$ cat config.mk
export PLATFORM = sky130hd
export DESIGN_NAME = hpm_port
export DESIGN_NICKNAME = d
export VERILOG_FILES = /design/src/verilog/hpm_sync.v /design/src/verilog/hpm_counter.v /design/src/verilog/hpm_port.v
export VERILOG_INCLUDE_DIRS = /design/src /design/src/verilog
export SDC_FILE = /design/constraint.sdc
export NUM_CORES = 1
export LEC_CHECK = 0
export BUFFER_PORTS_ARGS = -buffer_cell sky130_fd_sc_hd__clkbuf_2
export CORE_MARGIN = 2
export CORE_UTILIZATION = 55
export DETAILED_ROUTE_END_ITERATION = 10
export GPL_ROUTABILITY_DRIVEN = 1
export HOLD_SLACK_MARGIN = 0.1
export PLACE_DENSITY = 0.84
export SETUP_SLACK_MARGIN = 0.3
export SKIP_LAST_GASP = 1
export SLEW_MARGIN = 5
export SYNTH_ARGS = -nofsm -noshare
export SYNTH_HDL_FRONTEND = slang
export SYNTH_SLANG_ARGS = --single-unit
$ cat constraint.sdc
create_clock -name clk -period 2.3 [get_ports clk]
set_input_delay 0.115 -clock clk [delete_from_list [all_inputs] [get_ports clk]]
set_output_delay 0.115 -clock clk [all_outputs]
set_load 0.01 [all_outputs]
$ cat src/verilog/hpm_regs.vh
/*
 * hpm_regs.vh - constants for the host port mode and dma counter block:
 * register addresses on the host port, field positions, reset values.
 * assumes it is included by bare name from the design files.
 */
//----------------------------------------------------------------------
//----------------------------------------------------------------------
`ifndef HPM_REGS_VH
`define HPM_REGS_VH

// host port addresses (three address lines)
`define HPM_ADDR_ICR      3'h0
`define HPM_ADDR_CVR      3'h1
`define HPM_ADDR_ISR      3'h2
`define HPM_ADDR_HIGH     3'h5
`define HPM_ADDR_MID      3'h6
`define HPM_ADDR_LOW      3'h7

// control register fields
`define HPM_ICR_RXEN      0
`define HPM_ICR_TXEN      1
`define HPM_ICR_FLAG1     4
`define HPM_ICR_MODE_LO   5
`define HPM_ICR_MODE_HI   6
`define HPM_ICR_INIT      7

// command vector fields
`define HPM_CVR_REQ       7
`define HPM_CVR_VEC_RST   6'h12

// mode encodings
`define HPM_MODE_IRQ      2'h0
`define HPM_MODE_DMA24    2'h1
`define HPM_MODE_DMA16    2'h2
`define HPM_MODE_DMA8     2'h3

`endif

$ cat src/verilog/hpm_sync.v
/*
 * hpm_sync.v - two-flop synchroniser for pins from the asynchronous host.
 * assumes a single processor clock; the first stage feeds only the second.
 */
`timescale 1ns/100ps

module hpm_sync #(
	parameter W = 1
) (
	// clock
	input  wire         clk,
	input  wire         ce,
	// data
	input  wire [W-1:0] d,
	output reg  [W-1:0] q
);
	reg [W-1:0] meta_reg;

	// no reset: pure metastability filter
	always @(posedge clk) begin
		if (ce) begin
			meta_reg <= d;
			q        <= meta_reg;
		end
	end
endmodule // hpm_sync

$ cat src/verilog/hpm_counter.v
/*
 * hpm_counter.v - dma byte address counter.
 * assumes step and load are one-cycle pulses in the processor clock domain.
 */
`timescale 1ns/100ps
`include "hpm_regs.vh"

module hpm_counter (
	// clock and reset
	input  wire       clk,
	input  wire       ce,
	input  wire       reset_n,
	// control
	input  wire [1:0] mode,
	input  wire       load,
	input  wire [1:0] load_val,
	input  wire       step,
	// state
	output reg  [1:0] count,
	output reg        word_done
);
	// step reloads the mode after the low byte, so 8/16/24 bit words circle
	always @(posedge clk) begin
		if (!reset_n) begin
			count     <= 2'h0;
			word_done <= 1'b0;
		end else if (ce) begin
			word_done <= 1'b0;
			if (load)
				count <= load_val;
			else if (step) begin
				if (count == 2'h3) begin
					count     <= mode;
					word_done <= 1'b1;
				end else
					count <= count + 2'h1;
			end
		end
	end
endmodule // hpm_counter

$ cat src/verilog/hpm_port.v
/*
 * hpm_port.v - host side of a byte-wide parallel host port: mode and flag
 * control, initialise command, dma address counter and command vector.
 * assumes the host pins are asynchronous and pass two flops here; the
 * processor side supplies word-transfer events on the same clock.
 */
`timescale 1ns/100ps
`include "hpm_regs.vh"

module hpm_port (
	// clock and reset
	input  wire        clk,
	input  wire        ce,
	input  wire        reset_n,
	// host pins
	input  wire [2:0]  host_addr,
	input  wire        host_cs_n,
	input  wire        host_rd_n,
	input  wire        host_wr_n,
	input  wire        host_acknowledge_pin_n,
	input  wire [7:0]  host_data_in,
	output reg  [7:0]  host_data_out,
	output reg         host_data_oe,
	output reg         host_request_pin,
	// processor side events (same clock)
	input  wire        proc_rx_load,
	input  wire        proc_tx_taken,
	input  wire        proc_cmd_accept,
	input  wire [23:0] proc_rx_word,
	input  wire [7:0]  int_vector,
	// processor side view
	output reg         host_flag_one,
	output reg         processor_transmit_empty,
	output reg         processor_receive_full,
	output reg  [23:0] proc_tx_word,
	output reg         proc_word_irq,
	output reg         command_pending,
	output reg  [6:0]  command_address,
	output reg  [1:0]  dma_address
);
	//------------------------------------------------------------
	// pin synchronisers
	//------------------------------------------------------------
	wire [2:0] addr_s;
	wire [7:0] data_s;
	wire       cs_s, rd_s, wr_s, ack_s;

	hpm_sync #(.W(15)) u_sync (
		.clk (clk),
		.ce  (ce),
		.d   ({host_addr, host_data_in, host_cs_n, host_rd_n, host_wr_n, host_acknowledge_pin_n}),
		.q   ({addr_s, data_s, cs_s, rd_s, wr_s, ack_s})
	);

	//------------------------------------------------------------
	// strobe edges
	//------------------------------------------------------------
	reg  rd_act_reg, wr_act_reg, ack_act_reg;
	wire rd_act  = !cs_s && !rd_s;
	wire wr_act  = !cs_s && !wr_s;
	wire ack_act = !ack_s;
	wire wr_edge  = wr_act && !wr_act_reg;     // write taken on leading edge
	wire rd_end   = !rd_act && rd_act_reg;     // read side effects on trailing edge
	wire ack_end  = !ack_act && ack_act_reg;   // dma byte completes on release

	always @(posedge clk) begin
		if (!reset_n) begin
			rd_act_reg  <= 1'b0;
			wr_act_reg  <= 1'b0;
			ack_act_reg <= 1'b0;
		end else if (ce) begin
			rd_act_reg  <= rd_act;
			wr_act_reg  <= wr_act;
			ack_act_reg <= ack_act;
		end
	end

	//------------------------------------------------------------
	// registers and state
	//------------------------------------------------------------
	reg        rx_en_reg, tx_en_reg, init_reg;
	reg [1:0]  mode_reg;
	reg [5:0]  vec_reg;
	reg        creq_reg;
	reg        rx_full_reg, tx_empty_reg;
	reg [23:0] rx_bytes_reg, tx_bytes_reg;

	wire       dma_on = mode_reg != `HPM_MODE_IRQ;
	wire [1:0] count;
	wire       word_done;

	// during dma the counter stands in for the low address lines
	wire       dma_byte = dma_on && ack_act;
	wire [2:0] sel_addr = dma_byte ? {1'b1, count} : addr_s;
	wire       dma_rd   = dma_on && rx_en_reg && !tx_en_reg;
	wire       dma_wr   = dma_on && tx_en_reg && !rx_en_reg;
	wire       dma_step = dma_on && ack_end;

	// init waits for an active dma acknowledge to finish
	wire       init_go  = init_reg && !(dma_on && ack_act) && !dma_step;
	wire [1:0] init_cnt = dma_on ? mode_reg : 2'h0;

	wire       host_wr   = wr_edge;
	wire       dma_wr_ev = dma_wr && ack_act && !ack_act_reg;
	wire       wr_ev     = host_wr || dma_wr_ev;
	wire [2:0] wr_addr   = dma_wr_ev ? {1'b1, count} : addr_s;
	wire       low_read  = (rd_end && addr_s == `HPM_ADDR_LOW)
	                       || (dma_rd && ack_end && count == 2'h3);
	wire       low_write = wr_ev && wr_addr == `HPM_ADDR_LOW;

	hpm_counter u_cnt (
		.clk       (clk),
		.ce        (ce),
		.reset_n   (reset_n),
		.mode      (mode_reg),
		.load      (init_go),
		.load_val  (init_cnt),
		.step      (dma_step),
		.count     (count),
		.word_done (word_done)
	);

	// control register: host only, the processor has no write path
	always @(posedge clk) begin
		if (!reset_n) begin
			rx_en_reg <= 1'b0;
			tx_en_reg <= 1'b0;
			host_flag_one <= 1'b0;
			mode_reg  <= `HPM_MODE_IRQ;
			init_reg  <= 1'b0;
		end else if (ce) begin
			if (host_wr && addr_s == `HPM_ADDR_ICR) begin
				rx_en_reg     <= data_s[`HPM_ICR_RXEN];
				tx_en_reg     <= data_s[`HPM_ICR_TXEN];
				host_flag_one <= data_s[`HPM_ICR_FLAG1];
				mode_reg      <= {data_s[`HPM_ICR_MODE_HI], data_s[`HPM_ICR_MODE_LO]};
				init_reg      <= data_s[`HPM_ICR_INIT] | (init_reg & !init_go);
			end else if (init_go)
				init_reg <= 1'b0;
		end
	end

	// command vector: vector and request in one write; accept clears request
	always @(posedge clk) begin
		if (!reset_n) begin
			vec_reg  <= `HPM_CVR_VEC_RST;
			creq_reg <= 1'b0;
		end else if (ce) begin
			if (host_wr && addr_s == `HPM_ADDR_CVR) begin
				vec_reg  <= data_s[5:0];
				creq_reg <= data_s[`HPM_CVR_REQ];
			end else if (proc_cmd_accept)
				creq_reg <= 1'b0;
		end
	end

	// status flags; set wins over clear in the same cycle, except low_read setting processor_transmit_empty, which proc_rx_load overrides
	always @(posedge clk) begin
		if (!reset_n) begin
			rx_full_reg              <= 1'b0;
			tx_empty_reg             <= 1'b1;
			processor_transmit_empty <= 1'b1;
			processor_receive_full   <= 1'b0;
		end else if (ce) begin
			if (proc_rx_load)
				rx_full_reg <= 1'b1;
			else if (low_read || (init_go && rx_en_reg))
				rx_full_reg <= 1'b0;
			if (proc_tx_taken)
				tx_empty_reg <= 1'b1;
			else if (init_go && tx_en_reg)
				tx_empty_reg <= 1'b1;
			else if (low_write)
				tx_empty_reg <= 1'b0;
			if (init_go && rx_en_reg)
				processor_transmit_empty <= 1'b1;
			else if (proc_rx_load)
				processor_transmit_empty <= 1'b0;
			else if (low_read)
				processor_transmit_empty <= 1'b1;
			if (low_write)
				processor_receive_full <= 1'b1;
			else if (proc_tx_taken || (init_go && tx_en_reg))
				processor_receive_full <= 1'b0;
		end
	end

	// data bytes: receive loaded by processor, transmit by host or dma
	always @(posedge clk) begin
		if (!reset_n) begin
			rx_bytes_reg <= 24'h000000;
			tx_bytes_reg <= 24'h000000;
			proc_tx_word <= 24'h000000;
		end else if (ce) begin
			if (proc_rx_load)
				rx_bytes_reg <= proc_rx_word;
			if (wr_ev) begin
				case (wr_addr)
					`HPM_ADDR_HIGH: tx_bytes_reg[23:16] <= data_s;
					`HPM_ADDR_MID:  tx_bytes_reg[15:8]  <= data_s;
					`HPM_ADDR_LOW:  tx_bytes_reg[7:0]   <= data_s;
					default:        tx_bytes_reg        <= tx_bytes_reg;
				endcase
			end
			if (low_write)
				proc_tx_word <= {tx_bytes_reg[23:8], data_s};
		end
	end

	//------------------------------------------------------------
	// pin outputs
	//------------------------------------------------------------
	reg [7:0] rd_mux;
	always @* begin
		case (sel_addr)
			`HPM_ADDR_ICR:  rd_mux = {init_reg, mode_reg, host_flag_one, 2'h0, tx_en_reg, rx_en_reg};
			`HPM_ADDR_CVR:  rd_mux = {creq_reg, 1'b0, vec_reg};
			`HPM_ADDR_ISR:  rd_mux = {host_request_pin, dma_on, 4'h0, tx_empty_reg, rx_full_reg};
			`HPM_ADDR_HIGH: rd_mux = rx_bytes_reg[23:16];
			`HPM_ADDR_MID:  rd_mux = rx_bytes_reg[15:8];
			`HPM_ADDR_LOW:  rd_mux = rx_bytes_reg[7:0];
			default:        rd_mux = 8'h00;
		endcase
	end

	// request pin, bus drive, processor word event
	always @(posedge clk) begin
		if (!reset_n) begin
			host_request_pin <= 1'b0;
			host_data_out    <= 8'h00;
			host_data_oe     <= 1'b0;
			proc_word_irq    <= 1'b0;
			command_pending  <= 1'b0;
			command_address  <= 7'h00;
			dma_address      <= 2'h0;
		end else if (ce) begin
			host_request_pin <= (rx_en_reg && rx_full_reg) || (tx_en_reg && tx_empty_reg);
			if (!dma_on && ack_act && host_request_pin) begin
				host_data_out <= int_vector;
				host_data_oe  <= 1'b1;
			end else if (dma_byte && dma_rd) begin
				host_data_out <= rd_mux;
				host_data_oe  <= 1'b1;
			end else if (!dma_byte && rd_act) begin
				host_data_out <= rd_mux;
				host_data_oe  <= 1'b1;
			end else begin
				host_data_out <= 8'h00;
				host_data_oe  <= 1'b0;
			end
			proc_word_irq   <= dma_on && word_done;
			command_pending <= creq_reg;
			command_address <= {vec_reg, 1'b0};
			dma_address     <= count;
		end
	end
endmodule // hpm_port

Word level (Yosys, flattened, before mapping)
Cells that the tools add are included.

Eq/ne operators: 11. Add/subtract/negate cells: 1. Reductions and logical operators: 71. Bitwise gates (word level): 2. Muxes and demuxes: 30.

Operators by type and width (count): 8-bit case mux with 6 select lines (1); 1-bit logical AND (30); 8-bit 2-to-1 mux (3); 2-bit AND reduction (11); 3-bit == test (second input constant) (7); 1-bit 2-to-1 mux (20); 1-bit logical NOT (13); 2-bit nonzero test (6); 2-bit 2-to-1 mux (4); 3-bit by 1-bit == test with 1-bit output (second input constant) (2); 3-bit logical NOT (2); 3-bit 2-to-1 mux (2); 3-bit AND reduction (2); 3-bit nonzero test (2); 1-bit logical OR (5); 3-bit by 2-bit == test with 1-bit output (second input constant) (1); 2-bit by 1-bit adder with 2-bit output (second input constant) (1); 2-bit == test (second input constant) (1); 1-bit bitwise AND (1); 1-bit bitwise OR (1).

Input bits: 53. Word-level logic and storage cells: 144. Register bits after elaboration: 137. Output and inout bits: 48.

Longest topological paths before layout
Depth after elaboration: 11. Mapped depth: 9. Gate-level depth less buffers: 6.

By module
A second synthesis with hierarchy kept.

Cell total of the unflattened synthesis: 555. Area, all modules: 5743.0 sq um.

Modules (own cells, without submodules): hpm_port (cells an instance 506, seq. area each 2082.0 sq um, times used 1, area each 4677.0 sq um); hpm_sync (cells an instance 30, seq. area each 900.9 sq um, times used 1, area each 900.9 sq um); hpm_counter (cells an instance 19, seq. area each 60.1 sq um, times used 1, area each 165.2 sq um).

Worst setup path before layout
OpenSTA, ideal clock, no wires.

Path kind: register -> register. Start: reg u_sync.q[3]. End: reg proc_tx_word[10]. Buffers on the path: 2. Library setup time: 128 ps. Cell stages (with the launch flop): 8. Period minus slack after synthesis: 1811 ps. Data arrival time: 1684 ps. Path slack: 489 ps. Data required time: 2172 ps. Path through: edfxtp_1 > or4b_1 > a211oi_1 > o21ai_1 > buf_6 > buf_6 > mux2i_1 > nor2_1.

Longest elaborated chain between the ends: 6.

Ends and longest elaborated chain: from (decl) (RTL line hpm_sync.v:15) `output reg [W-1:0] q`; from (signal assigned) (RTL line hpm_sync.v:23) `q <= meta_reg;`; 1-bit logical NOT (RTL line hpm_port.v:60) `wire wr_act = !cs_s && !wr_s;`; 1-bit logical AND (RTL line hpm_port.v:60); 1-bit logical AND (RTL line hpm_port.v:62) `wire wr_edge = wr_act && !wr_act_reg;`; 1-bit logical OR (RTL line hpm_port.v:105) `wire wr_ev = host_wr || dma_wr_ev;`; 1-bit logical AND (no source line); 2-bit AND reduction (no source line); to (signal assigned) (RTL line hpm_port.v:206) `proc_tx_word <= {tx_bytes_reg[23:8], data_s};`; to (decl) (RTL line hpm_port.v:35) `output reg [23:0] proc_tx_word,`.

Every way passes these cells. A chain may end at the register's enable or synchronous reset.

Final worst setup path
Start: reg u_sync.q[13]. End: reg tx_bytes_reg[19].

Longest elaborated chain between the ends: 3.

Ends and longest elaborated chain: 3-bit 2-to-1 mux (RTL line hpm_port.v:106) `wire [2:0] wr_addr = dma_wr_ev ? {1'b1, count} : addr_s;`; 3-bit == test (RTL line hpm_port.v:198) `case (wr_addr)`; 3-bit AND reduction (no source line); to (signal assigned) (RTL line hpm_port.v:199) `` `HPM_ADDR_HIGH: tx_bytes_reg[23:16] <= data_s; ``; to (signal assigned) (RTL line hpm_port.v:202) `default: tx_bytes_reg <= tx_bytes_reg;`; to (decl) (RTL line hpm_port.v:86) `reg [23:0] rx_bytes_reg, tx_bytes_reg;`.

Every way passes these cells.

==> impl_metrics.yaml <==
clock_network:
  clk_pin_slew_ps: 60
  clock_sinks: 137
  cts_tree: "built"
  cts_buffer_depth: 2
  cts-htree-levels: 4
  cts-root-buf: "clkbuf_8"
  cts_buffers: 17
  insertion_delay_ps: 520
setup_path:
  reg2reg_to: "tx_bytes_reg[19]"
  path_max_fanout: 8
  rr_startpoint: "u_sync.q[13]"
  cp-end-kind: "flop"
  required_ps: 2710
  crit_slowest_cell: "or4_1"
  cp_slowest_stage_delay_ps: 520
  critical_path_class: "flop to flop"
  r2r_slack_ps: 350
  crit_arrival_ps: 2360
  cp-start-kind: "flop"
  r2r_cells: 5
  crit_chain: "or4_1 > a211oi_1 > o21ai_4 > mux2i_1 > nor2_1"
finish:
  antenna_cells: 0
  final_cell_mix: "dfxtp_1 (105), clkbuf_2 (99), nor2_1 (76), mux2i_1 (71), nand2_1 (67)"
  fin_nets: 749
  syn_to_final_growth_pct: 33.8
  utilization_pct: 75.7
  drive_gt1_share_pct: 24.7
  final_common_cell: "dfxtp_1"
drt:
  ant_nets: 0
  dr.pass1.iters: 5
  drc_errors: 0
  routedWlPerCell_um: 17.8
  wl_um: 15000
  drtIter0Drc: 336
  route.vias.total: 4700
  vias_per_cell: 5.59
grt:
  grt_pass1_wl_um: 23700
  grt_max_degree: 68
  antenna_found_initial: 0
  grt_overflow: 0
  groute.usage.overall_pct: 27.9
  grt_pass1_vias: 4711
placement:
  place_congestion: 0.900
  portBuffers: 99
  dpl.hpwl_um: 9620
sta:
  drv_slew: 0
  setup_viol: 0
  rsz0062_at_grt: "yes"
  slew_headroom_pct: 51.5
  post-route-period-util_pct: 84.9
  timing.hold.ws_ps: 305
  final.setup.tns_ps: 0
  finalCriticalPeriod_ps: 1950
  max_freq_mhz: 512
  hold_viol: 0
  clock_skew_ps: 5.93
  worstMarginPinSlew_ps: 709
yosys:
  synth_cells: 539
  ys_seq_elements: 137
  synth.avg_cell_area_um2: 10.2
  synthesis.area_um2: 5500
  synthArstFlopShare_pct: 0
  syn_nets: 593
  yosys.area.top_type_share_pct: 38.9
  synth_area_leaders: "dfxtp_1 (39%), edfxtp_1 (16%), mux2i_1 (13%)"
  ys_seq_area_share_pct: 55.3
  yosys.cell_types.count: 58
  synth_edf_count: 30
  synthFlopType: "dfxtp_1"
  yosys_warnings: 0
  synth_area_leader_cell: "dfxtp_1"
die:
  ios: 101
  die_y_um: 104
  row_count: 36
  chipWidth_um: 104
  coreArea_um2: 9730
  start_util_pct: 56.5
  dieArea_um2: 10800
hold_path:
  holdCritPathClass: "primary input to flop"
  whs_path_depth: 2
  hold_path_end: "u_sync.meta_reg[7]"
  hp-start: "host_data_in[3]"
power:
  p_leak_uw: 0.00329
  powerDensity_nw_per_um2: 762
  ir_drop_mv: 0.732
run_status:
  status: "finished clean"
flow_run:
  max_cap_violations: 0
==> worst max path at each step <==
stage,start,to,slack (ps),depth (start not counted)
after floorplan,u_sync.q[3],proc_tx_word[10],490,7
after global placement,mode_reg[1],tx_bytes_reg[9],380,5
after detailed placement,mode_reg[1],tx_bytes_reg[11],270,5
after CTS,mode_reg[1],tx_bytes_reg[19],340,5
after global routing,tx_en_reg,proc_tx_word[7],240,6
final,u_sync.q[13],tx_bytes_reg[19],350,5
==> cells in the mapped netlist, drive strengths merged (3+ instances only) <==
library cell	count
mux2i	74
mux2	3
o211ai	3
nand2	67
a21boi	3
o211a	3
nor3	6
a21oi	39
nand3	4
and3	7
nor3b	4
clkbuf	22
edfxtp	30
dfxtp	107
o22ai	5
buf	12
a211oi	4
o21ai	14
nor2	76
inv	4
a31oi	4
a22oi	10
nand2b	5
nand3b	3
==> metrics by stage <==
stage          instance area (um^2)  std cells  total power [uW]  setup WS (ps)
6_report                       7360        841              5610            347
5_1_grt                        7360        841              5780            238
4_1_cts                        7250        838              5610            335
3_5_place_dp                   6140        752              2970            266
3_3_place_gp                   6140        752              2960            382
2_1_floorplan                  5500        539              2820            489
==> worst max-delay path: cells and delay by family (launching register included) <==
family          cells  cell delay (ps)
simple gates        2              590
compound gates      2              560
flops               1              420
mux                 1              270
==> kinds of logic after synthesis <==
family / share of synthesized area [%]
adder cells (fa/ha/maj): 0.227
flip-flops: 55.3
multiplexers: 14.1
AND/OR/NAND/NOR: 15.0
AO/OA/AOI/OAI: 12.0
buffers and inverters: 3.30
other: 0.0682
==> metal layers <==
layer | routed length (um) | up-vias | GRT usage [%]
li1 | - | 2218 | -
met2 | 7420 | 191 | 47.6
met3 | 991 | 26 | 5.64
met4 | 288 | 0 | 9.94
met1 | 6280 | 2265 | 35.4
met5 | 0 | - | 0
==> repair_timing <==
action                     CTS  global route
hold endpoints to repair    56             0
buffers inserted             0             1
pin swaps                    0             2
hold buffers                54             0
resized for setup            1            16
setup endpoints to repair    5            41
cloned                       0             2
==> where the power goes <==
| group | total [uW] | switching, uW | internal [uW] |
|---|---|---|---|
| Combinational | 404 | 206 | 197 |
| Sequential | 2610 | 69.2 | 2540 |
| Clock | 2590 | 1040 | 1550 |
==> final cells by class <==
cell class | instances | area [um^2]
Clock inverter | 14 | 146
Sequential cell | 137 | 3050
Tap cell | 133 | 166
Multi-Input combinational cell | 365 | 2360
Fill cell | 651 | 2370
Timing Repair Buffer | 170 | 1210
Inverter | 4 | 15.0
Clock buffer | 18 | 418
No activity file was read; power rests on OpenSTA's default activity.
